**src/feat_cmd_map.vh**
```
// Register offsets, field positions, codes and timing for the command unit
`ifndef FEAT_CMD_MAP_VH
`define FEAT_CMD_MAP_VH

// Register byte offsets
`define OFS_CMD        8'h00
`define OFS_FEAT       8'h04
`define OFS_SECCNT     8'h08
`define OFS_STATUS     8'h0C
`define OFS_CONFIG     8'h10
`define OFS_MODES      8'h14

// Status fields
`define ST_BUSY        0
`define ST_SLEEP       1
`define ST_ABORT       2
`define ST_IRQ         3
`define ST_FLUSH       4

// Config fields
`define CF_BYTE        0
`define CF_WCACHE      1
`define CF_APM         2
`define CF_EXTPWR      3
`define CF_PL1         4
`define CF_ECC4        5
`define CF_LOOKAHEAD   6
`define CF_KEEPDEF     7
`define CF_MULT        8

// Modes fields
`define MD_PIO_LSB     0
`define MD_DMA_LSB     4
`define MD_MULT_LSB    8
`define MD_CAP_LSB     16

// Command codes
`define CMD_SETFEAT    8'hEF
`define CMD_SETMULT    8'hC6
`define CMD_SLEEP_A    8'h99
`define CMD_SLEEP_B    8'hE6

// Subcommand codes
`define SF_BYTE_ON     8'h01
`define SF_BYTE_OFF    8'h81
`define SF_WC_ON       8'h02
`define SF_WC_OFF      8'h82
`define SF_XFER_MODE   8'h03
`define SF_APM_ON      8'h05
`define SF_APM_OFF     8'h85
`define SF_EXT_ON      8'h09
`define SF_EXT_OFF     8'h89
`define SF_PL1_ON      8'h0A
`define SF_PL1_OFF     8'h8A
`define SF_ECC_VEND    8'h44
`define SF_ECC_4       8'hBB
`define SF_LA_OFF      8'h55
`define SF_LA_ON       8'hAA
`define SF_KEEP_ON     8'h66
`define SF_KEEP_OFF    8'hCC
`define SF_NOP_A       8'h69
`define SF_NOP_B       8'h96
`define SF_NOP_C       8'h97
`define SF_CUR_CAP     8'h9A

// Transfer mode types (upper 5 bits of sector count)
`define XT_PIO_DEF     5'h00
`define XT_PIO_FC      5'h01
`define XT_MWDMA       5'h04
`define PIO_MAX        3'h4
`define DMA_MAX        3'h2

// Largest supported block count (power of two)
`define MULT_MAX       8'h10

// Reset values
`define RST_WCACHE     1'b0
`define RST_LOOKAHEAD  1'b1
`define RST_PIO        3'h0
`define RST_DMA        3'h0
`define RST_CAP        8'h00

// Idle timer
`define IDLE_TIME_NS   5000000
`define CLK_PERIOD_NS  10

`endif

```
**src/feature_power_unit.v**
```verilog
// Set-features, set-multiple and sleep command execution with AHB-Lite registers
`timescale 1ns/100ps
`include "feat_cmd_map.vh"
module feature_power_unit #(
  parameter IDLE_CYCLES = `IDLE_TIME_NS / `CLK_PERIOD_NS
) (
  // Clock and reset
  input  wire        hclk,
  input  wire        hresetn,
  // AHB-Lite slave
  input  wire        hsel,
  input  wire [31:0] haddr,
  input  wire [1:0]  htrans,
  input  wire        hwrite,
  input  wire [2:0]  hsize,
  input  wire [31:0] hwdata,
  input  wire        hready,
  output wire        hreadyout,
  output wire        hresp,
  output reg  [31:0] hrdata,
  // Card side
  input  wire        soft_reset,
  input  wire        data_reg_access,
  input  wire        flush_done,
  output wire        flush_req,
  output wire        wide_transfer_indicator,
  output wire        byte_lanes_only,
  output wire        sleep_mode,
  output wire        host_irq
);

  // FSM states
  localparam [1:0] S_IDLE  = 2'h0;
  localparam [1:0] S_EXEC  = 2'h1;
  localparam [1:0] S_FLUSH = 2'h2;
  localparam [1:0] S_DONE  = 2'h3;
  ////////////////////////////////////////////////////////////////////////////
  // Bus address phase capture
  reg        wr_pend_ff;
  reg  [7:0] waddr_ff;
  wire       acc, rd_acc;
  assign acc    = hsel && hready && htrans[1];
  assign rd_acc = acc && !hwrite;
  assign hreadyout = 1'b1;
  assign hresp     = 1'b0;

  always @(posedge hclk or negedge hresetn) begin
    if (!hresetn) begin
      wr_pend_ff <= 1'b0;
      waddr_ff   <= 8'h00;
    end else begin
      wr_pend_ff <= acc && hwrite;
      waddr_ff   <= haddr[7:0];
    end
  end

  // Write strobes in the data phase
  wire wr_cmd, wr_feat, wr_cnt, wr_stat;
  assign wr_cmd  = wr_pend_ff && (waddr_ff == `OFS_CMD);
  assign wr_feat = wr_pend_ff && (waddr_ff == `OFS_FEAT);
  assign wr_cnt  = wr_pend_ff && (waddr_ff == `OFS_SECCNT);
  assign wr_stat = wr_pend_ff && (waddr_ff == `OFS_STATUS);

  ////////////////////////////////////////////////////////////////////////////
  // State registers
  reg  [1:0] state_ff, nxt_state;
  reg  [7:0] cmd_ff, feat_ff, cnt_ff, mult_cnt_ff, cap_ff;
  reg  [7:0] nxt_cmd, nxt_feat, nxt_cnt, nxt_mult_cnt, nxt_cap;
  reg  [2:0] pio_ff, dma_ff, nxt_pio, nxt_dma;
  reg        sleep_ff, abort_ff, irq_ff, flush_ff, byte_ff, wcache_ff;
  reg        nxt_sleep, nxt_abort, nxt_irq, nxt_flush, nxt_byte, nxt_wcache;
  reg        apm_ff, extpwr_ff, pl1_ff, ecc4_ff, look_ff, keep_ff, mult_en_ff;
  reg        nxt_apm, nxt_extpwr, nxt_pl1, nxt_ecc4, nxt_look, nxt_keep, nxt_mult_en;
  wire       busy, idle_expire, cmd_start, cnt_pow2;

  assign busy      = (state_ff != S_IDLE);
  assign cmd_start = wr_cmd && !busy;

  // Block count valid: nonzero power of two up to the maximum
  assign cnt_pow2 = (cnt_ff != 8'h00) && ((cnt_ff & (cnt_ff - 8'h01)) == 8'h00)
                    && (cnt_ff <= `MULT_MAX);

  ////////////////////////////////////////////////////////////////////////////
  // Command sequencer and settings
  always @* begin
    nxt_state    = state_ff;
    nxt_cmd      = cmd_ff;
    nxt_feat     = feat_ff;
    nxt_cnt      = cnt_ff;
    nxt_sleep    = sleep_ff;
    nxt_abort    = abort_ff;
    nxt_irq      = irq_ff;
    nxt_flush    = flush_ff;
    nxt_byte     = byte_ff;
    nxt_wcache   = wcache_ff;
    nxt_apm      = apm_ff;
    nxt_extpwr   = extpwr_ff;
    nxt_pl1      = pl1_ff;
    nxt_ecc4     = ecc4_ff;
    nxt_look     = look_ff;
    nxt_keep     = keep_ff;
    nxt_mult_en  = mult_en_ff;
    nxt_mult_cnt = mult_cnt_ff;
    nxt_pio      = pio_ff;
    nxt_dma      = dma_ff;
    nxt_cap      = cap_ff;
    // Task-file writes only while not busy
    if (wr_feat && !busy) begin
      nxt_feat = hwdata[7:0];
    end
    if (wr_cnt && !busy) begin
      nxt_cnt = hwdata[7:0];
    end
    // Software clears the interrupt by writing one
    if (wr_stat && hwdata[`ST_IRQ]) begin
      nxt_irq = 1'b0;
    end
    case (state_ff)
      S_IDLE: begin
        if (cmd_start) begin
          nxt_cmd   = hwdata[7:0];
          nxt_sleep = 1'b0;
          nxt_abort = 1'b0;
          nxt_irq   = 1'b0;
          nxt_state = S_EXEC;
        end else if (idle_expire) begin
          nxt_sleep = 1'b1;
        end
      end
      S_EXEC: begin
        nxt_state = S_DONE;
        case (cmd_ff)
          `CMD_SETFEAT: begin
            case (feat_ff)
              `SF_BYTE_ON:   nxt_byte = 1'b1;
              `SF_BYTE_OFF:  nxt_byte = 1'b0;
              `SF_WC_ON:     nxt_wcache = 1'b1;
              `SF_WC_OFF: begin
                nxt_wcache = 1'b0;
                nxt_flush  = 1'b1;
                nxt_state  = S_FLUSH;
              end
              `SF_XFER_MODE: begin
                // One mode of each kind is always held
                if ((cnt_ff[7:3] == `XT_PIO_DEF) ||
                    (cnt_ff[7:3] == `XT_PIO_FC)) begin
                  if (cnt_ff[2:0] <= `PIO_MAX) begin
                    nxt_pio = cnt_ff[2:0];
                  end else begin
                    nxt_abort = 1'b1;
                  end
                end else if ((cnt_ff[7:3] == `XT_MWDMA) &&
                             (cnt_ff[2:0] <= `DMA_MAX)) begin
                  nxt_dma = cnt_ff[2:0];
                end else begin
                  nxt_abort = 1'b1;
                end
              end
              `SF_APM_ON:    nxt_apm = 1'b1;
              `SF_APM_OFF:   nxt_apm = 1'b0;
              `SF_EXT_ON:    nxt_extpwr = 1'b1;
              `SF_EXT_OFF:   nxt_extpwr = 1'b0;
              `SF_PL1_ON:    nxt_pl1 = 1'b1;
              `SF_PL1_OFF:   nxt_pl1 = 1'b0;
              `SF_ECC_VEND:  nxt_ecc4 = 1'b0;
              `SF_ECC_4:     nxt_ecc4 = 1'b1;
              `SF_LA_OFF:    nxt_look = 1'b0;
              `SF_LA_ON:     nxt_look = 1'b1;
              `SF_KEEP_ON:   nxt_keep = 1'b1;
              `SF_KEEP_OFF:  nxt_keep = 1'b0;
              `SF_NOP_A:     nxt_abort = 1'b0;
              `SF_NOP_B:     nxt_abort = 1'b0;
              `SF_NOP_C:     nxt_abort = 1'b0;
              `SF_CUR_CAP:   nxt_cap = cnt_ff;
              default:       nxt_abort = 1'b1;
            endcase
          end
          `CMD_SETMULT: begin
            if (cnt_ff == 8'h00) begin
              nxt_mult_en = 1'b0;
            end else if (cnt_pow2) begin
              nxt_mult_en  = 1'b1;
              nxt_mult_cnt = cnt_ff;
            end else begin
              nxt_mult_en = 1'b0;
              nxt_abort   = 1'b1;
            end
          end
          `CMD_SLEEP_A: nxt_sleep = 1'b1;
          `CMD_SLEEP_B: nxt_sleep = 1'b1;
          default:      nxt_sleep = 1'b0;
        endcase
      end
      S_FLUSH: begin
        // Completion held back until the flush ends
        if (flush_done) begin
          nxt_flush = 1'b0;
          nxt_state = S_DONE;
        end
      end
      S_DONE: begin
        nxt_irq   = 1'b1;
        nxt_state = S_IDLE;
      end
      default: nxt_state = S_IDLE;
    endcase
    // Soft reset: abandon command, restore defaults unless kept
    if (soft_reset) begin
      nxt_state = S_IDLE;
      nxt_sleep = 1'b0;
      nxt_flush = 1'b0;
      nxt_irq   = 1'b0;
      if (!keep_ff) begin
        nxt_byte     = 1'b0;
        nxt_wcache   = `RST_WCACHE;
        nxt_apm      = 1'b0;
        nxt_extpwr   = 1'b0;
        nxt_pl1      = 1'b0;
        nxt_ecc4     = 1'b0;
        nxt_look     = `RST_LOOKAHEAD;
        nxt_mult_en  = 1'b0;
        nxt_mult_cnt = 8'h00;
        nxt_pio      = `RST_PIO;
        nxt_dma      = `RST_DMA;
        nxt_cap      = `RST_CAP;
      end
    end
  end

  // Power-on and hardware reset defaults
  always @(posedge hclk or negedge hresetn) begin
    if (!hresetn) begin
      state_ff    <= S_IDLE;
      cmd_ff      <= 8'h00;
      feat_ff     <= 8'h00;
      cnt_ff      <= 8'h00;
      sleep_ff    <= 1'b0;
      abort_ff    <= 1'b0;
      irq_ff      <= 1'b0;
      flush_ff    <= 1'b0;
      byte_ff     <= 1'b0;
      wcache_ff   <= `RST_WCACHE;
      apm_ff      <= 1'b0;
      extpwr_ff   <= 1'b0;
      pl1_ff      <= 1'b0;
      ecc4_ff     <= 1'b0;
      look_ff     <= `RST_LOOKAHEAD;
      keep_ff     <= 1'b0;
      mult_en_ff  <= 1'b0;
      mult_cnt_ff <= 8'h00;
      pio_ff      <= `RST_PIO;
      dma_ff      <= `RST_DMA;
      cap_ff      <= `RST_CAP;
    end else begin
      state_ff    <= nxt_state;
      cmd_ff      <= nxt_cmd;
      feat_ff     <= nxt_feat;
      cnt_ff      <= nxt_cnt;
      sleep_ff    <= nxt_sleep;
      abort_ff    <= nxt_abort;
      irq_ff      <= nxt_irq;
      flush_ff    <= nxt_flush;
      byte_ff     <= nxt_byte;
      wcache_ff   <= nxt_wcache;
      apm_ff      <= nxt_apm;
      extpwr_ff   <= nxt_extpwr;
      pl1_ff      <= nxt_pl1;
      ecc4_ff     <= nxt_ecc4;
      look_ff     <= nxt_look;
      keep_ff     <= nxt_keep;
      mult_en_ff  <= nxt_mult_en;
      mult_cnt_ff <= nxt_mult_cnt;
      pio_ff      <= nxt_pio;
      dma_ff      <= nxt_dma;
      cap_ff      <= nxt_cap;
    end
  end

  ////////////////////////////////////////////////////////////////////////////
  // Idle timer, runs only while awake and not busy
  idle_sleep_timer #(
    .CYCLES (IDLE_CYCLES)
  ) u_idle (
    .hclk    (hclk),
    .hresetn (hresetn),
    .run     (!busy && !sleep_ff),
    .restart (wr_pend_ff || soft_reset),
    .expire  (idle_expire)
  );

  ////////////////////////////////////////////////////////////////////////////
  // Card-side outputs
  assign wide_transfer_indicator = data_reg_access && !byte_ff;
  assign byte_lanes_only = byte_ff;
  assign flush_req       = flush_ff;
  assign sleep_mode      = sleep_ff;
  assign host_irq        = irq_ff;

  ////////////////////////////////////////////////////////////////////////////
  // Read data, registered in the address phase
  reg [31:0] rd_word;

  always @* begin
    rd_word = 32'h00000000;
    case (haddr[7:0])
      `OFS_CMD:    rd_word[7:0] = cmd_ff;
      `OFS_FEAT:   rd_word[7:0] = feat_ff;
      `OFS_SECCNT: rd_word[7:0] = cnt_ff;
      `OFS_STATUS: begin
        rd_word[`ST_BUSY]  = busy;
        rd_word[`ST_SLEEP] = sleep_ff;
        rd_word[`ST_ABORT] = abort_ff;
        rd_word[`ST_IRQ]   = irq_ff;
        rd_word[`ST_FLUSH] = flush_ff;
      end
      `OFS_CONFIG: begin
        rd_word[`CF_BYTE]      = byte_ff;
        rd_word[`CF_WCACHE]    = wcache_ff;
        rd_word[`CF_APM]       = apm_ff;
        rd_word[`CF_EXTPWR]    = extpwr_ff;
        rd_word[`CF_PL1]       = pl1_ff;
        rd_word[`CF_ECC4]      = ecc4_ff;
        rd_word[`CF_LOOKAHEAD] = look_ff;
        rd_word[`CF_KEEPDEF]   = keep_ff;
        rd_word[`CF_MULT]      = mult_en_ff;
      end
      `OFS_MODES: begin
        rd_word[`MD_PIO_LSB +: 3]  = pio_ff;
        rd_word[`MD_DMA_LSB +: 3]  = dma_ff;
        rd_word[`MD_MULT_LSB +: 8] = mult_cnt_ff;
        rd_word[`MD_CAP_LSB +: 8]  = cap_ff;
      end
      default: rd_word = 32'h00000000;
    endcase
  end

  always @(posedge hclk or negedge hresetn) begin
    if (!hresetn) begin
      hrdata <= 32'h00000000;
    end else if (rd_acc) begin
      hrdata <= rd_word;
    end
  end

endmodule // feature_power_unit

```
**src/idle_sleep_timer.v**
```verilog
// Idle up-counter that pulses when the card has been idle long enough
`timescale 1ns/100ps
module idle_sleep_timer #(
  parameter CYCLES = 500000
) (
  // Clock and reset
  input  wire hclk,
  input  wire hresetn,
  // Control
  input  wire run,
  input  wire restart,
  // Result
  output wire expire
);

  // Cut the count to the counter width on purpose
  localparam integer LAST_I = CYCLES - 1;
  localparam [19:0]  LAST   = LAST_I[19:0];

  reg  [19:0] cnt_ff;
  reg  [19:0] nxt_cnt;

  // Count idle cycles, restart on activity
  always @* begin
    nxt_cnt = cnt_ff;
    if (restart || !run) begin
      nxt_cnt = 20'h00000;
    end else if (cnt_ff != LAST) begin
      nxt_cnt = cnt_ff + 20'h00001;
    end
  end

  always @(posedge hclk or negedge hresetn) begin
    if (!hresetn) begin
      cnt_ff <= 20'h00000;
    end else begin
      cnt_ff <= nxt_cnt;
    end
  end

  // One pulse one count before the end while running
  assign expire = run && !restart && (cnt_ff == LAST - 20'h00001);

endmodule // idle_sleep_timer

```
**config.mk**
```make
export PLATFORM = sky130hd
export DESIGN_NAME = feature_power_unit
export DESIGN_NICKNAME = d
export VERILOG_FILES = /design/src/feature_power_unit.v /design/src/idle_sleep_timer.v
export VERILOG_INCLUDE_DIRS = /design/src /design/src/src
export SDC_FILE = /design/constraint.sdc
export NUM_CORES = 1
export LEC_CHECK = 0
export ABC_AREA = 1
export ABC_CLOCK_PERIOD_IN_PS = 3200
export BUFFER_PORTS_ARGS = -buffer_cell sky130_fd_sc_hd__buf_4
export CAP_MARGIN = 10
export CORE_MARGIN = 10
export CORE_UTILIZATION = 31
export CTS_BUF_LIST = sky130_fd_sc_hd__clkbuf_4
export DETAILED_ROUTE_END_ITERATION = 7
export HOLD_SLACK_MARGIN = 0.12
export PLACE_DENSITY = 0.51
export SLEW_MARGIN = 20
export SYNTH_ARGS = -nofsm -noshare
export SYNTH_HDL_FRONTEND = slang
export SYNTH_SLANG_ARGS = --single-unit
```
**constraint.sdc**
```tcl
create_clock -name hclk -period 3.2 [get_ports hclk]
set_clock_uncertainty 0.1 [all_clocks]
set_input_delay 0.32 -clock hclk [delete_from_list [all_inputs] [get_ports hclk]]
set_output_delay 0.32 -clock hclk [all_outputs]
set_load 0.02 [all_outputs]
```
==> results.sh <==
export IMPL_status="finished clean"
export IMPL_post_dp_hpwl_microns=12900
export IMPL_synth_top_area_share_pct=46.8
export IMPL_yosysTopAreaCell="dfrtp_1"
export IMPL_viasPerCell=4.65
export IMPL_finalNetCount=941
export IMPL_grt_pass1_vias=5234
export IMPL_r2r_end="u_idle.cnt_ff[2]"
export IMPL_end_kind="flop"
export IMPL_die_w_microns=160
export IMPL_setup_tns_ns=0
export IMPL_die_height_microns=160
export IMPL_maxSlewViolCount=0
export IMPL_drt_first_pass_iters=5
export IMPL_die_area_sq_um=25500
export IMPL_synth_common_cells="nand2_1 (171), dfrtp_1 (113), nor2_1 (109)"
export IMPL_io_pin_count=116
export IMPL_root_buffer="clkbuf_4"
export IMPL_min_period_ns=2.21
export IMPL_final_hold_viol_count=0
export IMPL_synth_most_common_cell="nand2_1"
export IMPL_core_sq_um=19300
export IMPL_cts_tree="built"
export IMPL_clkSlewWorstSetupHoldPaths_ns=0.12
export IMPL_max_freq_ghz=0.453
export IMPL_rsz0062_at_grt="no"
export IMPL_cp_start_kind="flop"
export IMPL_area_growth_pct=19.4
export IMPL_holdWs_ns=0.179
export IMPL_grt_pass1_wl_microns=28400
export IMPL_tightestPinTransition_ns=0.664
export IMPL_p_per_area_nw_per_um2=466
export IMPL_syn_avg_cell_area_sq_um=7.77
export IMPL_num_vias=5288
export IMPL_ys_warn_count=0
export IMPL_ys_flop_type="dfrtp_1"
export IMPL_cp_data_arrival_time_ns=2.59
export IMPL_drc=0
export IMPL_slew_headroom_pct=55.6
export IMPL_grt_max_degree=47
export IMPL_r2r_slack_ns=0.99
export IMPL_ys_seq_elements=114
export IMPL_drive_gt1_share_pct=13.7
export IMPL_clock_sinks=114
export IMPL_hold_path_class="in2async"
export IMPL_cts_resized=0
export IMPL_port_buffers=53
export IMPL_synth_edf_count=0
export IMPL_htree_levels=4
export IMPL_final_antenna_net_count=0
export IMPL_totalPowerFinal_mw=3.36
export IMPL_synthCells=778
export IMPL_ys_seq_area_share_pct=47.2
export IMPL_grt_overflow=0
export IMPL_max_cap_viol_count=0
export IMPL_wire_per_inst_microns=15.3
export IMPL_synth_area_top_cells="dfrtp_1 (47%), nand2_1 (11%), nor2_1 (6.8%)"
export IMPL_grt_total_usage_pct=13.9
export IMPL_finalInstanceArea_sq_um=7220
export IMPL_async_flop_share_pct=100
export IMPL_drt_initial_drc_count=400
export IMPL_setup_viol=0
export IMPL_placed_cell_area_sq_um=6670
export IMPL_cp_cell_sequence="inv_1 -> ha_1 -> nand3_1 -> inv_1 -> o21ai_0 -> a31oi_1"
export IMPL_postCtsSetupRepairBufs=0
export IMPL_worstSetupStartpoint="state_ff[0]"
export IMPL_clockBufferDepth=2
export IMPL_ctsHoldBuffers=22
export IMPL_drt_wl_total_microns=17400
export IMPL_globalplace_congestion=0.924
export IMPL_critPathMostFrequentCell="inv_1"
export IMPL_synth_distinct_cells=40
export IMPL_syn_cell_area_sq_um=6040
export IMPL_worstPathRequired_ns=3.58
export IMPL_reg2regPathDepth=6
export IMPL_reg2reg_from="state_ff[0]"
export IMPL_finalCritPeriodShare_pct=69.0
export IMPL_power_leakage_nw=3.45
export IMPL_critPathMaxStageDelay_ns=0.42
export IMPL_critPathSlowestCell="dfrtp_1"
export IMPL_cp_endpoint="u_idle.cnt_ff[2]"
export IMPL_initial_core_util_pct=31.3
export IMPL_antenna_found_initial=1
export IMPL_ir_drop_uv=434
export IMPL_cts_buffers=17
export IMPL_crit_type="reg2reg"
export IMPL_clk_latency_ns=0.57
export IMPL_rows=51
export IMPL_worstPathMaxFanout=12
## per-layer routing
| layer | track usage, % | part of all wire (%) |
|---|---|---|
| met1 | 19.6 | 51 |
| met2 | 20.0 | 43 |
| met3 | 3.42 | 4.6 |
| met4 | 5.43 | 2.2 |
| met5 | 0 | 0 |
## how the worst min path moves through the flow
stage / from / endpoint / cells after the start
final: hresetn / u_idle.cnt_ff[5] / 2
after global routing: hresetn / hrdata[2] / 2
after CTS: hresetn / u_idle.cnt_ff[3] / 2
after detailed placement: hresetn / waddr_ff[6] / 1
after global placement: hresetn / waddr_ff[6] / 1
after floorplan: hresetn / abort_ff / 0
## worst max-delay path, delay by kind of cell, from the launching register on
| kind | cells | cell delay [ns] |
|---|---|---|
| compound gates | 2 | 0.32 |
| simple gates | 1 | 0.38 |
| fa+ha+maj | 1 | 0.35 |
| buf+inv | 2 | 0.57 |
| flops | 1 | 0.42 |
## layout make-up
class | count | area, sq um
Antenna cell | 1 | 2.50
Clock buffer | 17 | 128
Clock inverter | 15 | 196
Fill cell | 2077 | 12100
Inverter | 99 | 372
Multi-Input combinational cell | 546 | 2670
Sequential cell | 114 | 2850
Tap cell | 265 | 332
Timing Repair Buffer | 79 | 661
## per-stage QoR
| step | setup WS, ns | instances | util [%] |
|---|---|---|---|
| floorplan | 1.48 | 786 | - |
| finish | 0.991 | 1136 | 37.3 |
| CTS | 0.975 | 1135 | 37.3 |
| detailed placement | 0.947 | 1081 | 34.5 |
| global route | 0.751 | 1136 | 37.3 |
| global placement | 0.921 | 1081 | 34.5 |
## power by group
part	switching (mW)	internal (mW)	total, mW	leakage (nW)
logic	0.369	0.192	0.561	1.83
clock network	0.674	0.566	1.24	0.171
registers	0.0612	1.50	1.56	1.45
## state kept, by name (all words and copies together), names as in the netlist, 2 cells and up
signal	count
hrdata	24
state_ff	2
waddr_ff	8
cmd_ff	8
cap_ff	8
feat_ff	8
u_idle.cnt_ff	20
mult_cnt_ff	8
dma_ff	3
cnt_ff	8
pio_ff	3
## layout by cell type, fill, tap and decap left out, drive strengths merged, types with 6 or more instances in the layout
cell type	instances
a211oi	11
a21oi	47
a31oi	7
buf	57
clkbuf	17
clkinv	6
conb	10
dfrtp	113
dlygate4sd3	22
ha	7
inv	104
nand2	179
nand3	43
nand4	11
nor2	119
nor3	17
nor4	7
o21ai	64
o22ai	8
## cells by family (layout without fill, tap and decap cells)
family | count (synthesis) | in the layout | share of synthesized area [%]
AOI/OAI and AO/OA | 146 | 146 | 13.5
buffers and inverters | 126 | 210 | 9.07
and+or+nand+nor | 378 | 378 | 27.9
xor gates and xnor gates | 5 | 5 | 0.724
adders and majority gates | 7 | 7 | 1.45
DFF | 114 | 114 | 47.2
other | 2 | 11 | 0.124
(Power assumes the default switching activity.)
